<file path="config.mk">
export PLATFORM = sky130hd
export DESIGN_NAME = afc_ctrl
export DESIGN_NICKNAME = d
export VERILOG_FILES = /design/src/afc_pkg.sv /design/src/afc_ctrl.sv
export SDC_FILE = /design/constraint.sdc
export NUM_CORES = 1
export LEC_CHECK = 0
export BUFFER_PORTS_ARGS = -buffer_cell sky130_fd_sc_hd__buf_2
export CORE_MARGIN = 2
export CORE_UTILIZATION = 40
export DETAILED_ROUTE_END_ITERATION = 10
export PLACE_DENSITY = 0.6
export SYNTH_ARGS = -nofsm -noshare
export SYNTH_HDL_FRONTEND = slang
export SYNTH_SLANG_ARGS = --single-unit
</file>
<file path="constraint.sdc">
create_clock -name core_clk -period 1.96 [get_ports core_clk]
set_input_delay 0.392 -clock core_clk [delete_from_list [all_inputs] [get_ports core_clk]]
set_output_delay 0.392 -clock core_clk [all_outputs]
set_load 0.01 [all_outputs]
</file>
<file path="src/afc_pkg.sv">
// afc_pkg: constants and carriers for the host-side controller of a 9-bit strobe-driven fifo
// assumes a 40 MHz core clock; pin timing figures are the slowest grade in nanoseconds
package afc_pkg;
  localparam int unsigned CLK_NS        = 25;
  localparam int unsigned WORD_W        = 9;
  // pulse widths and recoveries, ns
  localparam int unsigned T_PULSE_NS    = 65;   // read, write, reset, rewind low time
  localparam int unsigned T_RECOV_NS    = 15;   // recovery after each strobe
  localparam int unsigned T_FLAG_NS     = 60;   // strobe edge to flag valid
  localparam int unsigned T_ACCESS_NS   = 65;   // read low to data valid
  localparam int unsigned T_SETUP_NS    = 30;   // data setup before write rising edge
  // cycle counts, least times rounded up
  localparam int unsigned PULSE_CYC     = (T_PULSE_NS + CLK_NS - 1) / CLK_NS;
  localparam int unsigned RECOV_CYC     = (T_RECOV_NS + CLK_NS - 1) / CLK_NS;
  localparam int unsigned FLAG_CYC      = (T_FLAG_NS + CLK_NS - 1) / CLK_NS;
  localparam int unsigned ACCESS_CYC    = (T_ACCESS_NS + CLK_NS - 1) / CLK_NS;
  localparam int unsigned SETUP_CYC     = (T_SETUP_NS + CLK_NS - 1) / CLK_NS;
  localparam int unsigned CNT_W         = 4;
  localparam int unsigned SYNC_CYC      = 3;    // flag synchroniser depth
  // flag reset levels, bit 0 empty, 1 full, 2 half: empty assumed until the pins settle
  localparam logic [2:0]  FLAG_RST      = 3'h1;
  // software register map, word offsets on the plain port
  localparam logic [3:0] REG_CMD        = 4'h0;
  localparam logic [3:0] REG_WDATA      = 4'h1;
  localparam logic [3:0] REG_RDATA      = 4'h2;
  localparam logic [3:0] REG_STATUS     = 4'h3;
  localparam logic [3:0] REG_CONFIG     = 4'h4;
  localparam logic [3:0] REG_WCOUNT     = 4'h5;
  // command bits
  localparam int unsigned CMD_RESET     = 0;
  localparam int unsigned CMD_WRITE     = 1;
  localparam int unsigned CMD_READ      = 2;
  localparam int unsigned CMD_REWIND    = 3;
  // status bits
  localparam int unsigned ST_BUSY       = 0;
  localparam int unsigned ST_EMPTY      = 1;
  localparam int unsigned ST_HALF       = 2;
  localparam int unsigned ST_FULL       = 3;
  localparam int unsigned ST_REFUSED    = 4;
  localparam int unsigned ST_RVALID     = 5;
  localparam int unsigned ST_REWIND_OK  = 6;
  localparam int unsigned CFG_DEPTH_MODE = 0;
  typedef struct packed {
    logic              write_n;
    logic              read_n;
    logic              rewind_n;
    logic              master_reset_n;
    logic [WORD_W-1:0] write_data_in;
  } afc_pins_t;
  typedef struct packed {
    logic empty_flag_n;
    logic half_full_flag_n;
    logic full_flag_n;
  } afc_flags_t;
  typedef enum logic [2:0] {
    ACT_NONE,
    ACT_RESET,
    ACT_WRITE,
    ACT_READ,
    ACT_REWIND
  } afc_act_t;
endpackage : afc_pkg
</file>
<file path="src/afc_ctrl.sv">
// afc_ctrl: drives the strobes of a strobe-driven 9-bit fifo from software commands
// assumes flag pins are asynchronous to core_clk; data bus pins read only while read is low
`timescale 1ns/1ps
module afc_ctrl #(
  parameter int unsigned DEPTH   = 512,
  parameter int unsigned CHAIN_N = 1
) (
  input  wire logic                          core_clk,
  input  wire logic                          reset_n,
  input  wire logic [3:0]                    reg_addr,
  input  wire logic [15:0]                   reg_wdata,
  input  wire logic                          reg_write,
  input  wire logic                          reg_read,
  output logic      [15:0]                   reg_rdata,
  output afc_pkg::afc_pins_t                 pins,
  output logic                               write_data_oe,
  output logic                               first_loaded_n,
  output logic                               chain_in_n,
  input  wire logic [CHAIN_N-1:0]            empty_flag_n,
  input  wire logic [CHAIN_N-1:0]            full_flag_n,
  input  wire logic                          half_full_flag_n,
  input  wire logic [afc_pkg::WORD_W-1:0]    read_data_out
);
  localparam int unsigned CW = afc_pkg::CNT_W;
  localparam int unsigned WCW = $clog2(DEPTH) + 2;
  localparam int unsigned NFLAG = 3;

  afc_pkg::afc_act_t                 act;
  logic [CW-1:0]                     cnt;
  logic                              in_pulse;
  logic                              depth_mode;
  logic [afc_pkg::WORD_W-1:0]        wdata;
  logic [afc_pkg::WORD_W-1:0]        rdata;
  logic                              rvalid;
  logic                              refused;
  logic [WCW-1:0]                    wcount;
  logic [NFLAG-1:0]                  flag_raw;
  logic [NFLAG-1:0]                  flag_seen;
  logic                              any_empty;
  logic                              any_full;
  logic                              is_empty;
  logic                              is_full;
  logic                              is_half;
  logic                              busy;
  logic                              rewind_ok;
  logic                              cmd_wr;
  logic                              want_reset;
  logic                              want_write;
  logic                              want_read;
  logic                              want_rewind;

  // composite flags across a depth chain: any low flag counts
  assign any_empty = ~&empty_flag_n;
  assign any_full  = ~&full_flag_n;

  // flags active high: empty, full, half
  assign flag_raw = {~half_full_flag_n, any_full, any_empty};

  // three-stage sync per flag; a level counts once stages two and three agree
  for (genvar g = 0; g < NFLAG; g++) begin : g_flag_sync
    logic [2:0] stage;
    always_ff @(posedge core_clk) begin
      if (!reset_n) begin
        stage        <= {3{afc_pkg::FLAG_RST[g]}};
        flag_seen[g] <= afc_pkg::FLAG_RST[g];
      end else begin
        stage <= {stage[1:0], flag_raw[g]};
        if (stage[1] == stage[2])
          flag_seen[g] <= stage[1];
      end
    end
  end

  assign is_empty = flag_seen[0];
  assign is_full  = flag_seen[1];
  // the half pin carries the chain output in a depth ring, so it is masked there
  assign is_half  = flag_seen[2] & ~depth_mode;

  assign busy      = (act != afc_pkg::ACT_NONE);
  // rewind only while writes since reset fit the memory, and never in a depth chain
  assign rewind_ok = ~depth_mode && (wcount <= WCW'(DEPTH));
  assign cmd_wr    = reg_write && (reg_addr == afc_pkg::REG_CMD);
  assign want_reset  = cmd_wr && reg_wdata[afc_pkg::CMD_RESET];
  assign want_write  = cmd_wr && reg_wdata[afc_pkg::CMD_WRITE];
  assign want_read   = cmd_wr && reg_wdata[afc_pkg::CMD_READ];
  assign want_rewind = cmd_wr && reg_wdata[afc_pkg::CMD_REWIND];

  // sequencer: strobe low phase, then recovery plus flag settle with all strobes high
  always_ff @(posedge core_clk) begin
    if (!reset_n) begin
      act      <= afc_pkg::ACT_NONE;
      cnt      <= '0;
      in_pulse <= 1'b0;
    end else if (!busy) begin
      in_pulse <= 1'b1;
      cnt      <= CW'(afc_pkg::PULSE_CYC);
      if (want_reset)
        act <= afc_pkg::ACT_RESET;
      else if (want_rewind && rewind_ok)
        act <= afc_pkg::ACT_REWIND;
      else if (want_read && !is_empty)
        act <= afc_pkg::ACT_READ;
      else if (want_write && !is_full)
        act <= afc_pkg::ACT_WRITE;
      else
        in_pulse <= 1'b0;
      if (want_write && !want_reset && !want_rewind && !want_read && !is_full)
        cnt <= CW'(afc_pkg::PULSE_CYC + afc_pkg::SETUP_CYC);
    end else if (cnt > CW'(1)) begin
      cnt <= cnt - CW'(1);
    end else if (in_pulse) begin
      in_pulse <= 1'b0;
      // flag settle covers recovery and lets the three-stage sync catch up
      cnt <= CW'(afc_pkg::RECOV_CYC + afc_pkg::FLAG_CYC + afc_pkg::SYNC_CYC);
    end else begin
      act <= afc_pkg::ACT_NONE;
    end
  end

  // strobes are registered; rewind keeps read and write high throughout
  always_ff @(posedge core_clk) begin
    if (!reset_n) begin
      pins.master_reset_n <= 1'b1;
      pins.rewind_n       <= 1'b1;
      pins.read_n         <= 1'b1;
      pins.write_n        <= 1'b1;
      pins.write_data_in  <= '0;
    end else begin
      pins.master_reset_n <= ~(in_pulse && act == afc_pkg::ACT_RESET);
      pins.rewind_n       <= ~(in_pulse && act == afc_pkg::ACT_REWIND);
      // one strobe set fans out to every device of a width group
      pins.read_n         <= ~(in_pulse && act == afc_pkg::ACT_READ);
      // data word only changes while idle, so it is settled long before write falls
      pins.write_data_in  <= wdata;
      // write low only after data has had its setup time on the bus
      pins.write_n        <= ~(in_pulse && act == afc_pkg::ACT_WRITE && cnt <= CW'(afc_pkg::PULSE_CYC));
    end
  end

  always_ff @(posedge core_clk) begin
    if (!reset_n) begin
      wdata         <= '0;
      write_data_oe <= 1'b0;
    end else begin
      if (reg_write && reg_addr == afc_pkg::REG_WDATA && !busy)
        wdata <= reg_wdata[afc_pkg::WORD_W-1:0];
      write_data_oe <= (act == afc_pkg::ACT_WRITE);
    end
  end
  // chain straps: standalone ties chain input low and first-load high
  always_ff @(posedge core_clk) begin
    if (!reset_n) begin
      depth_mode     <= 1'b0;
      first_loaded_n <= 1'b1;
      chain_in_n     <= 1'b0;
    end else if (reg_write && reg_addr == afc_pkg::REG_CONFIG && !busy) begin
      depth_mode     <= reg_wdata[afc_pkg::CFG_DEPTH_MODE];
      // in a depth chain this controller marks its own device as first loaded
      first_loaded_n <= ~reg_wdata[afc_pkg::CFG_DEPTH_MODE];
      chain_in_n     <= 1'b0;
    end
  end

  // read data is taken on the edge that raises read: access time has passed and data still holds
  always_ff @(posedge core_clk) begin
    if (!reset_n) begin
      rdata  <= '0;
      rvalid <= 1'b0;
    end else if (act == afc_pkg::ACT_READ && !in_pulse && !pins.read_n) begin
      rdata  <= read_data_out;
      rvalid <= 1'b1;
    end else if (reg_read && reg_addr == afc_pkg::REG_RDATA) begin
      rvalid <= 1'b0;
    end
  end

  // refusal is sticky; a new refusal in the clearing cycle wins
  always_ff @(posedge core_clk) begin
    if (!reset_n)
      refused <= 1'b0;
    else if (cmd_wr && (busy || (want_read && is_empty) || (want_write && is_full)
                        || (want_rewind && !rewind_ok)))
      refused <= 1'b1;
    else if (reg_read && reg_addr == afc_pkg::REG_STATUS)
      refused <= 1'b0;
  end

  // writes since the last master reset, saturating
  always_ff @(posedge core_clk) begin
    if (!reset_n)
      wcount <= '0;
    else if (act == afc_pkg::ACT_RESET)
      wcount <= '0;
    else if (act == afc_pkg::ACT_WRITE && in_pulse && cnt == CW'(1) && !(&wcount))
      wcount <= wcount + WCW'(1);
  end

  always_ff @(posedge core_clk) begin
    if (!reset_n) begin
      reg_rdata <= '0;
    end else if (reg_read) begin
      case (reg_addr)
        afc_pkg::REG_RDATA:  reg_rdata <= 16'(rdata);
        afc_pkg::REG_WDATA:  reg_rdata <= 16'(wdata);
        afc_pkg::REG_STATUS: begin
          reg_rdata <= '0;
          reg_rdata[afc_pkg::ST_BUSY]      <= busy;
          reg_rdata[afc_pkg::ST_EMPTY]     <= is_empty;
          reg_rdata[afc_pkg::ST_HALF]      <= is_half;
          reg_rdata[afc_pkg::ST_FULL]      <= is_full;
          reg_rdata[afc_pkg::ST_REFUSED]   <= refused;
          reg_rdata[afc_pkg::ST_RVALID]    <= rvalid;
          reg_rdata[afc_pkg::ST_REWIND_OK] <= rewind_ok;
        end
        afc_pkg::REG_CONFIG: reg_rdata <= 16'(depth_mode);
        afc_pkg::REG_WCOUNT: reg_rdata <= 16'(wcount);
        default:             reg_rdata <= '0;
      endcase
    end else begin
      reg_rdata <= '0;
    end
  end
endmodule : afc_ctrl

</file>
## Yosys cells after proc, flatten, opt, wreduce, memory -nomap -nowiden

Cells that the tools add are included.

| operators by class | value |
|---|---|
| add/sub/neg operators | 2 |
| order comparisons | 3 |
| equal/unequal tests | 16 |
| multiplexer cells | 22 |
| bitwise operators | 9 |
| reductions and logical operators | 56 |

Operators with widths:

| kind | count |
|---|---|
| case mux 11 bit (5 select lines) | 1 |
| logical AND 1 bit | 32 |
| two-way mux 3 bit | 8 |
| logical NOT 1 bit | 12 |
| two-way mux 4 bit | 3 |
| adder 11 x 1 -> 11 bit, second input constant | 1 |
| less-or-equal comparator 11 x 10 -> 1 bit, second input constant | 1 |
| AND reduction 11 bit | 1 |
| two-way mux 1 bit | 10 |
| == test 4 x 1 -> 1 bit, second input constant | 2 |
| == test 4 x 2 -> 1 bit, second input constant | 2 |
| == test 4 x 3 -> 1 bit, second input constant | 2 |
| inverter 1 bit | 8 |
| == test 3 x 2 -> 1 bit, second input constant | 2 |
| nonzero test 5 bit | 1 |
| greater-than comparator 4 x 1 -> 1 bit, second input constant | 1 |
| less-or-equal comparator 4 x 2 -> 1 bit, second input constant | 1 |
| logical NOT 4 bit | 1 |
| != test 2 bit, second input constant | 2 |
| nonzero test 2 bit | 2 |
| subtractor 4 x 1 -> 4 bit, second input constant | 1 |
| == test 1 bit | 3 |
| == test 3 x 1 -> 1 bit, second input constant | 1 |
| == test 3 bit, second input constant | 1 |
| other kinds (7) | 9 |

| storage, ports and cells | value |
|---|---|
| flip-flop bits (word level) | 83 |
| bits of input ports | 36 |
| output and inout port bits | 32 |
| logic and storage cells | 131 |

## Logic depth before layout (Yosys ltp)

Gate-level depths: netlist (run 1).

| depth | value |
|---|---|
| depth after elaboration | 10 |
| mapped depth | 6 |
| depth with buffers taken out | 6 |

## Worst setup path before layout (run 1)

No wires, ideal clock.

| path | value |
|---|---|
| path kind | in2reg |
| start point | input port reg_addr[3] |
| end point | register wdata[3] (netlist bit) |
| setup time | 128 ps |
| arrival time | 1528 ps |
| required time | 1832 ps |
| setup slack | 304 ps |
| cell stages on the path | 6 |
| buffers on the path | 2 |
| cell sequence | clkbuf_1 nor4b_4 nand3_1 buf_2 mux2i_1 nor2_1 |

| on the way | value |
|---|---|
| cells in the longest elaborated chain, start to end | 3 |

Ends and longest elaborated chain:

| what | RTL line | text |
|---|---|---|
| start: declaration | afc_ctrl.sv:10 | `input wire logic [3:0] reg_addr,` |
| == test 4 x 1 -> 1 bit | afc_ctrl.sv:145 | `if (reg_write && reg_addr == afc_pkg::REG_WDATA && !busy)` |
| logical AND 1 bit (2 in a row) | afc_ctrl.sv:145 |  |
| end signal: assignment | afc_ctrl.sv:146 | `wdata <= reg_wdata[afc_pkg::WORD_W-1:0];` |
| end: declaration | afc_ctrl.sv:32 | `logic [afc_pkg::WORD_W-1:0] wdata;` |

Every way passes these cells.
A chain may end at the register's enable or synchronous reset.

## Final worst setup path (run 1)

| path | value |
|---|---|
| start point | register cnt[1] |
| end point | register wcount[7] |

| on the way | value |
|---|---|
| cells in the longest elaborated chain, start to end | 3 |

Ends and longest elaborated chain:

| what | RTL line | text |
|---|---|---|
| start: declaration | afc_ctrl.sv:29 | `logic [CW-1:0] cnt;` |
| start signal: assignment | afc_ctrl.sv:96 | `cnt <= CW'(afc_pkg::PULSE_CYC);` |
| start signal: assignment | afc_ctrl.sv:108 | `cnt <= CW'(afc_pkg::PULSE_CYC + afc_pkg::SETUP_CYC);` |
| start signal: assignment | afc_ctrl.sv:110 | `cnt <= cnt - CW'(1);` |
| == test 4 x 1 -> 1 bit | afc_ctrl.sv:194 | `else if (act == afc_pkg::ACT_WRITE && in_pulse && cnt == CW'(1) && !(&wcount))` |
| logical AND 1 bit (2 in a row) | afc_ctrl.sv:194 |  |
| end signal: assignment | afc_ctrl.sv:195 | `wcount <= wcount + WCW'(1);` |
| end: declaration | afc_ctrl.sv:36 | `logic [WCW-1:0] wcount;` |

Every way passes these cells.

==> results.toml, run 1 <==
[synthesis]
synth_most_common_cell = "dfxtp_1"
syn_area_per_cell_um2 = 9.49
synth-edff-count = 0
ys_warn_count = 0
synth-main-ff-cell = "dfxtp_1"
yosysTopAreaCellShare = 0.478
async_reset_ff_frac = 0
synth_cells = 344
syn_area_mm2 = 0.00326
synth.distinct_cells = 58
synth_top_cell_by_area = "dfxtp_1"
synth_area_leaders = "dfxtp_1 48%, mux2i_1 6.4%, a21oi_1 3.8%"
synth_seq_cells = 78
ys_top_cells_by_count = "78 x dfxtp_1, 33 x nor2_1, 25 x a21oi_1"
ys_seq_area_frac = 0.478

[setup_path]
worstSetupPathType = "register to register"
required_ns = 2.23
r2r_end = "wcount[7]"
r2r_slack_ns = 0.13
critPathMaxFanout = 6
r2r_cells = 6
critPathCaptureType = "register"
worstPathArrival_ns = 2.09
crit_cells = 6
path_cells = "inv_1 -> ha_1 -> and4bb_2 -> nand4_1 -> or4_1 -> a21oi_1"
cp-start-kind = "register"
reg2reg_from = "cnt[1]"
cp_top_family = "simple AND/OR/NAND/NOR gates"
cp-startpoint = "cnt[1]"
crit_buf_inv = 1
cp_slowest_stage_delay_ns = 0.52
setup.worst_path.end = "wcount[7]"
slowest_stage = "or4_1"

[grt]
grt_pass1_vias = 2586
grt_pass1_wl_mm = 12.7
grt_max_degree = 32
antenna_found_initial = 2
grt.overflow.total = 0
grt_usage = 0.186

[clocking]
ctsHtreeMaxLevel = 3
clkLatencyLatePin_ns = 0.34
root_buffer = "clkbuf_8"
cts_buffers = 9
clk_pin_slew_worst_paths_ns = 0.08
clock-sinks = 78
cts.path.max_buffers = 2
cts_tree = "yes"

[power_and_ir_drop]
p_leak_uw = 0.00168
vdd_drop_max_mv = 0.336
p_per_area_mw_per_mm2 = 763

[detailed_routing]
drc = 0
drt-initial-drc-count = 164
viasPerCell = 5.24
dr.pass1.iters = 5
vias = 2716
wire_per_inst_um = 15.3
ant_nets = 0
drt_wl_total_mm = 7.92

[floorplan]
die_y_um = 94.3
start_util = 0.418
num_io_pins = 68
dieArea_mm2 = 0.00890
core_area_mm2 = 0.00781
rows = 32
die_w_um = 94.3

[run_status]
status = "completed"

[timing]
max_slew_margin = 0.641
fin_crit_ns = 1.83
period_share = 0.932
hold_ws_ns = 0.194
finClkSkew_ns = 0.0116
slew_viol_final = 0
hold_viol = 0
fmax_ghz = 0.548
worst_slew_pin_slew_ns = 0.534
setup_viol = 0

[final_layout]
fin_nets = 449
syn_to_final_growth_pct = 20.5
fillers = 776
drive_gt1_frac = 0.249
post-route-util = 0.504
final_area_mm2 = 0.00393

[placed_design]
io_buffers = 54
place_hpwl_mm = 5.62
gp_congestion = 0.832
post_dp_cell_area_mm2 = 0.00369

[min_path]
hold_path.class = "input pin to register"
holdCritStartpoint = "half_full_flag_n"

[flow_run]
cap_violations = 0
power by group:
part	switching, uW	leakage [uW]	internal [uW]
logic	101	0.000957	66.7
clock network	597	0.0000951	629
registers	9.04	0.000631	1600
total	707	0.00168	2300
timing repair:
action,4_1_cts,5_1_grt
resized for setup,0,5
buffers inserted,0,0
setup endpoints to repair,0,8
hold buffers,0,0
cell usage in the layout, fill, tap and decap left out, types with 3 or more instances in the layout:
master | netlist | final
dfxtp_1 | 78 | 78
buf_2 | 7 | 54
nor2_1 | 33 | 33
a21oi_1 | 25 | 25
mux2i_1 | 21 | 21
buf_4 | 8 | 19
nand2_1 | 18 | 18
and2_1 | 16 | 16
o21ai_0 | 11 | 11
clkbuf_8 | 0 | 10
nand3_1 | 11 | 9
a22oi_1 | 9 | 9
inv_1 | 8 | 8
or4_1 | 8 | 8
nor3_1 | 7 | 7
nand2b_1 | 6 | 6
nand4_1 | 6 | 6
conb_1 | 1 | 6
o31ai_1 | 5 | 5
nor4_1 | 5 | 4
a222oi_1 | 4 | 4
ha_1 | 4 | 4
clkinvlp_4 | 0 | 3
layer usage:
metal  part of all wire  global-route usage  vias to the layer above
met5                  0                   0                        -
met4              0.012              0.0652                        0
met3              0.063              0.0455                        9
met2               0.46               0.308                       66
met1               0.46               0.238                     1272
li1                   -                   -                     1369
worst min-delay path by stage:
stage                               to  slack [ns]  depth (start not counted)
2_1_floorplan  g_flag_sync[0].stage[1]        0.39                          1
3_3_place_gp   g_flag_sync[0].stage[1]        0.40                          1
3_5_place_dp   g_flag_sync[0].stage[1]        0.40                          1
4_1_cts        g_flag_sync[2].stage[0]        0.18                          2
5_1_grt        g_flag_sync[1].stage[0]        0.18                          2
6_report       g_flag_sync[2].stage[0]        0.19                          2
flip-flops by register name, summed over array words and instances, names as in the netlist, 3 cells and up:
name and count:
wcount 11, cnt 4, reg_rdata 11, g_flag_sync.stage 9
wdata 9, rdata 9, pins 13, act 3
logic make-up after synthesis:
kind of cell               Yosys count  synth area share
AOI/OAI and AO/OA                   70             0.140
DFF                                 78             0.478
xor gates and xnor gates             2           0.00537
other                                1           0.00115
muxes                               21            0.0644
adders and majority gates            4            0.0153
buffers and inverters               32            0.0491
and+or+nand+nor                    136             0.246
final cells by class:
class	count	area [um^2]	area share
multi-input combinational	239	1590	0.404
tap	102	128	0.0325
clock inverter	6	70.1	0.0178
sequential	78	1560	0.397
inverter	8	30.0	0.00764
antenna	2	5.00	0.00127
clock buffer	10	138	0.0350
timing repair buffer	73	413	0.105
through the flow:
step,setup TNS [ns],setup WS (ns),instances,total power (uW)
2_1_floorplan,0,0.304,349,1750
6_report,0,0.134,518,3000
3_5_place_dp,0,0.0911,500,1810
5_1_grt,-0.00259,-0.00259,517,3120
4_1_cts,0,0.0592,516,3040
3_3_place_gp,0,0.122,500,1810
(Power assumes the default switching activity.)
==> run 2, diff against run 1 <==
--- a/config.mk
+++ b/config.mk
@@ -10,6 +10,7 @@
 export CORE_UTILIZATION = 40
 export DETAILED_ROUTE_END_ITERATION = 10
 export PLACE_DENSITY = 0.6
+export SETUP_SLACK_MARGIN = 0.2
 export SYNTH_ARGS = -nofsm -noshare
 export SYNTH_HDL_FRONTEND = slang
 export SYNTH_SLANG_ARGS = --single-unit
==> run 2 against run 1 <==
Global-route usage up 0.051 points. Highest routed layer unchanged. Register-to-register slack improved by 0.11 ns. Die area unchanged. Critical endpoint is now wcount[8]. Sequential share of layout area fell by 1.8 points.
==> results.toml, run 2 (synthesis results as in run 1) <==
[floorplan]
start_util = 0.418
core_area_mm2 = 0.00781
dieArea_mm2 = 0.00890
die_w_um = 94.3
rows = 32
die_y_um = 94.3
num_io_pins = 68

[final_layout]
fin_nets = 460
syn_to_final_growth_pct = 26.8
drive_gt1_frac = 0.315
final_cell_mix = "74 x dfxtp_1, 54 x buf_2, 33 x nor2_1"
top_regs = "pins x13, reg_rdata x11, wcount x11"
regMostFlops = "pins"
fillers = 754
layout_commonest_cell = "dfxtp_1"
largest_register_ff_count = 13
post-route-util = 0.530

[grt]
antenna_found_initial = 2
grt_usage = 0.187
grt_max_degree = 32
grt_pass1_vias = 2598
grt.overflow.total = 0
grt_pass1_wl_mm = 12.7

[clocking]
ctsHtreeMaxLevel = 3
clk_pin_slew_worst_paths_ns = 0.08
root_buffer = "clkbuf_8"
cts_buffers = 9
cts_hold_buf = 0
cts.path.max_buffers = 2
cts_tree = "yes"
clkLatencyLatePin_ns = 0.35
clock-sinks = 78

[timing]
setup_viol = 0
final.setup.worst_slack_ns = 0.241
hold_viol = 0
worst_slew_pin_slew_ns = 0.533
period_share = 0.877
hold_ws_ns = 0.191
finClkSkew_ns = 0.0110
slew_viol_final = 0
rsz0062_at_grt = "true"
fin_crit_ns = 1.72
fmax_ghz = 0.582
tns_ns = 0
max_slew_margin = 0.641

[setup_path]
r2r_slack_ns = 0.24
r2r_cells = 6
r2r_end = "wcount[8]"
cp-startpoint = "cnt[1]"
critPathMaxFanout = 5
slowest_stage = "or4b_1"
setup.worst_path.end = "wcount[8]"
worstPathArrival_ns = 2.01
worstSetupPathType = "register to register"
required_ns = 2.25
cp_slowest_stage_delay_ns = 0.55
path_cells = "inv_2 -> ha_4 -> and4bb_2 -> nand4_1 -> or4b_1 -> nand2_1"
reg2reg_from = "cnt[1]"
cp-start-kind = "register"
critPathCaptureType = "register"

[power_and_ir_drop]
pwr-share-seq = 0.533
power.total_uw = 3020
p_switching_uw = 718
p_comb_frac = 0.057
p_sw_frac = 0.238
clkPwrFrac = 0.409
p_leak_uw = 0.00177
p_per_area_mw_per_mm2 = 728
intPower_uw = 2300
vdd_drop_max_mv = 0.324

[detailed_routing]
wire_per_inst_um = 15.7
ant_nets = 0
vias = 2781
drc = 0
drt-initial-drc-count = 106
drt_wl_total_mm = 8.28
viasPerCell = 5.26
dr.pass1.iters = 5

[flow_run]
cap_violations = 0

[placed_design]
place_hpwl_mm = 5.62
pre_cts_slack_ns = 0.0911
io_buffers = 54
gp_congestion = 0.832

[min_path]
hold_path.class = "input pin to register"

[run_status]
status = "completed"
run 2: stage by stage:
stage / std cells / cell area (um^2)
detailed placement: 500 / 3690
floorplan: 349 / 3280
global placement: 500 / 3690
CTS: 517 / 3930
finish: 529 / 4140
global route: 528 / 4140
run 2: repair_timing:
| action | in CTS | in global routing |
|---|---|---|
| resized for setup | 5 | 30 |
| setup buffers | 1 | 10 |
| pin swaps | 2 | 9 |
| endpoints found under the setup margin | 11 | 15 |
| hold endpoints to repair | 0 | 0 |
run 2: routing by layer:
layer,up-vias,global-route usage,share of wire
met5,-,0,0
li1,1390,-,-
met4,0,0.0652,0.014
met2,59,0.309,0.47
met3,11,0.0455,0.053
met1,1321,0.238,0.46
run 2: critical path, delay by kind of cell (launching register included):
| kind | cells | cell delay [ns] |
|---|---|---|
| buffers and inverters | 1 | 0.07 |
| adder cells (fa/ha/maj) | 1 | 0.13 |
| AND/OR/NAND/NOR | 4 | 1.13 |
| flip-flops | 1 | 0.34 |
run 2: worst min-delay path by stage:
stage / from / to / slack [ns] / cells past startpoint
after global placement: g_flag_sync[0].stage[0] / g_flag_sync[0].stage[1] / 0.40 / 1
after global routing: full_flag_n / g_flag_sync[1].stage[0] / 0.18 / 2
after detailed placement: g_flag_sync[0].stage[0] / g_flag_sync[0].stage[1] / 0.40 / 1
after CTS: half_full_flag_n / g_flag_sync[2].stage[0] / 0.18 / 2
after floorplan: g_flag_sync[0].stage[0] / g_flag_sync[0].stage[1] / 0.39 / 1
final: half_full_flag_n / g_flag_sync[2].stage[0] / 0.19 / 2
run 2: power groups by stage:
stage               clock [uW]  combinational, uW  sequential (uW)
floorplan                    0                109             1640
global placement             0                165             1650
detailed placement           0                168             1650
CTS                       1270                170             1610
global route              1330                192             1610
finish                    1230                173             1610
run 2: cell type report:
cell class / instances / area [um^2] / area share
Sequential cell: 78 / 1570 / 0.379
Inverter: 8 / 30.0 / 0.00725
Antenna cell: 2 / 5.00 / 0.00121
Clock buffer: 10 / 138 / 0.0332
Timing Repair Buffer: 84 / 499 / 0.121
Multi-Input combinational cell: 239 / 1700 / 0.411
Clock inverter: 6 / 70.1 / 0.0169
Tap cell: 102 / 128 / 0.0308
==> run 3, diff against run 2 <==
--- a/config.mk
+++ b/config.mk
@@ -6,10 +6,12 @@
 export NUM_CORES = 1
 export LEC_CHECK = 0
 export BUFFER_PORTS_ARGS = -buffer_cell sky130_fd_sc_hd__buf_2
+export CELL_PAD_IN_SITES_DETAIL_PLACEMENT = 0
+export CELL_PAD_IN_SITES_GLOBAL_PLACEMENT = 1
 export CORE_MARGIN = 2
 export CORE_UTILIZATION = 40
 export DETAILED_ROUTE_END_ITERATION = 10
-export PLACE_DENSITY = 0.6
+export PLACE_DENSITY = 0.76
 export SETUP_SLACK_MARGIN = 0.2
 export SYNTH_ARGS = -nofsm -noshare
 export SYNTH_HDL_FRONTEND = slang
==> run 3 against run 2 <==
Sequential power barely moved. Final cell count decreased by 2.5%. Critical path depth unchanged. Fmax about the same. Die area is the same. Flip-flop and latch count did not move. Largest power group unchanged. Wire length shrank 3.4%. Non-clock buffer count shrank 10.
==> results.toml, run 3 (synthesis results as in run 1) <==
[clocking]
clk_pin_slew_worst_paths_ns = 0.08
cts_buffers = 9
root_buffer = "clkbuf_8"
cts_hold_buf = 0
ctsHtreeMaxLevel = 3
cts.path.max_buffers = 2
clock-sinks = 78
cts_tree = "yes"
clkLatencyLatePin_ns = 0.34

[timing]
tns_ns = 0
final.setup.worst_slack_ns = 0.242
hold_ws_ns = 0.190
finClkSkew_ns = 0.00821
hold_viol = 0
fmax_ghz = 0.582
setup_viol = 0
period_share = 0.876
slew_viol_final = 0
rsz0062_at_grt = "true"
fin_crit_ns = 1.72

[min_path]
holdCritStartpoint = "half_full_flag_n"
hold_path_depth = 2
hold_path.class = "input pin to register"
worst_hold_path.endpoint = "g_flag_sync[2].stage[0]"

[setup_path]
required_ns = 2.20
reg2reg_from = "cnt[0]"
slowest_stage = "or4_4"
r2r_slack_ns = 0.24
cp_slowest_stage_delay_ns = 0.46
critPathCaptureType = "register"
crit_buf_inv = 1
r2r_end = "act[0]"
worstSetupPathType = "register to register"
cp-start-kind = "register"
critPathMaxFanout = 5
path_cells = "inv_1 -> ha_1 -> nor2_1 -> or4_4 -> a32o_1 -> a21o_1"
worstPathArrival_ns = 1.96
r2r_cells = 6
cp_top_family = "simple AND/OR/NAND/NOR gates"

[grt]
grtUsageMet2 = 0.298
grt_max_degree = 30
grt.overflow.total = 0
grt_usage = 0.187
grt-busiest-layer = "met2"
use_met3 = 0.0391
grt_pass1_vias = 2572
met1_usage = 0.250
grt_pass1_wl_mm = 12.7
antenna_found_initial = 0

[placed_design]
place_hpwl_mm = 5.61
gp_congestion = 0.800
pre_cts_slack_ns = 0.105
io_buffers = 54

[power_and_ir_drop]
p_leak_uw = 0.00172
power.total_uw = 3210
p_per_area_mw_per_mm2 = 798
vdd_drop_max_mv = 0.328

[floorplan]
dieArea_mm2 = 0.00890
die_y_um = 94.3
die_w_um = 94.3
rows = 32
start_util = 0.418
core_area_mm2 = 0.00781
num_io_pins = 68

[detailed_routing]
drt_wl_total_mm = 8.00
wire_per_inst_um = 15.5
drc = 0
ant_nets = 0
vias = 2759
viasPerCell = 5.35
drt-initial-drc-count = 129
dr.pass1.iters = 5

[final_layout]
post-route-util = 0.515
syn_to_final_growth_pct = 23.1
fillers = 739
regMostFlops = "pins"
top_regs = "pins x13, reg_rdata x11, wcount x11"
fin_nets = 450
final_cell_mix = "73 x dfxtp_1, 54 x buf_2, 33 x nor2_1"
largest_register_ff_count = 13
drive_gt1_frac = 0.275
layout_commonest_cell = "dfxtp_1"
n_antenna_cell = 0

[flow_run]
cap_violations = 0

[run_status]
status = "completed"
-- run 3: cell types whose count changed in the layout (fill, tap and decap cells not counted), moves of 2 or more --
cell        change
inv_1           +2
nand3_4         -2
clkinvlp_4      -3
ha_4            -2
buf_4           -9
diode_2         -2
bufinv_16       +2
inv_2           -2
nand3_2         +2
or4_4           -3
or4_1           +3
-- run 3: layout make-up --
| type | instances | area, um^2 | share of cell area |
|---|---|---|---|
| Multi-Input combinational cell | 239 | 1630 | 0.406 |
| Sequential cell | 78 | 1570 | 0.391 |
| Timing Repair Buffer | 74 | 420 | 0.105 |
| Clock buffer | 11 | 141 | 0.0352 |
| Tap cell | 102 | 128 | 0.0318 |
| Clock inverter | 4 | 95.1 | 0.0237 |
| Inverter | 8 | 30.0 | 0.00747 |
-- run 3: stage by stage --
step,cells,cell area (um^2)
2_1_floorplan,349,3280
3_3_place_gp,499,3690
3_5_place_dp,499,3690
4_1_cts,514,3950
5_1_grt,516,4020
6_report,516,4020
-- run 3: repair_timing --
| item | in CTS | in global routing |
|---|---|---|
| pin swaps | 1 | 4 |
| hold endpoints to repair | 0 | 0 |
| buffers inserted | 0 | 2 |
| resized for setup | 6 | 15 |
| endpoints found under the setup margin | 10 | 14 |
-- run 3: power breakdown --
part           leakage [uW]  internal, uW  switching, uW
sequential         0.000633          1600           10.0
combinational      0.000972          71.1            105
clock              0.000119           872            549
total               0.00172          2540            664
-- run 3: worst max path at each step --
| stage | from | endpoint | slack [ns] | cells after the start |
|---|---|---|---|---|
| 6_report | cnt[0] | act[0] | 0.24 | 6 |
| 5_1_grt | cnt[1] | wcount[8] | 0.15 | 6 |
| 3_5_place_dp | wcount[1] | wcount[6] | 0.10 | 6 |
| 3_3_place_gp | wcount[1] | wcount[3] | 0.14 | 6 |
| 4_1_cts | cnt[1] | wcount[7] | 0.19 | 6 |
| 2_1_floorplan | reg_addr[3] | wdata[3] | 0.30 | 6 |
-- run 3: worst reg2reg max path, cell delays in order (launching register included) --
cell and delay (ns):
dfxtp_2 0.35, inv_1 0.09, ha_1 0.22, nor2_1 0.08, or4_4 0.46, a32o_1 0.28
a21o_1 0.14
-- run 3: routing by layer --
metal  part of all wire  routed length (um)
met1               0.47                3740
met2               0.48                3820
met3              0.044                 349
met4              0.011                  87
met5                  0                   0
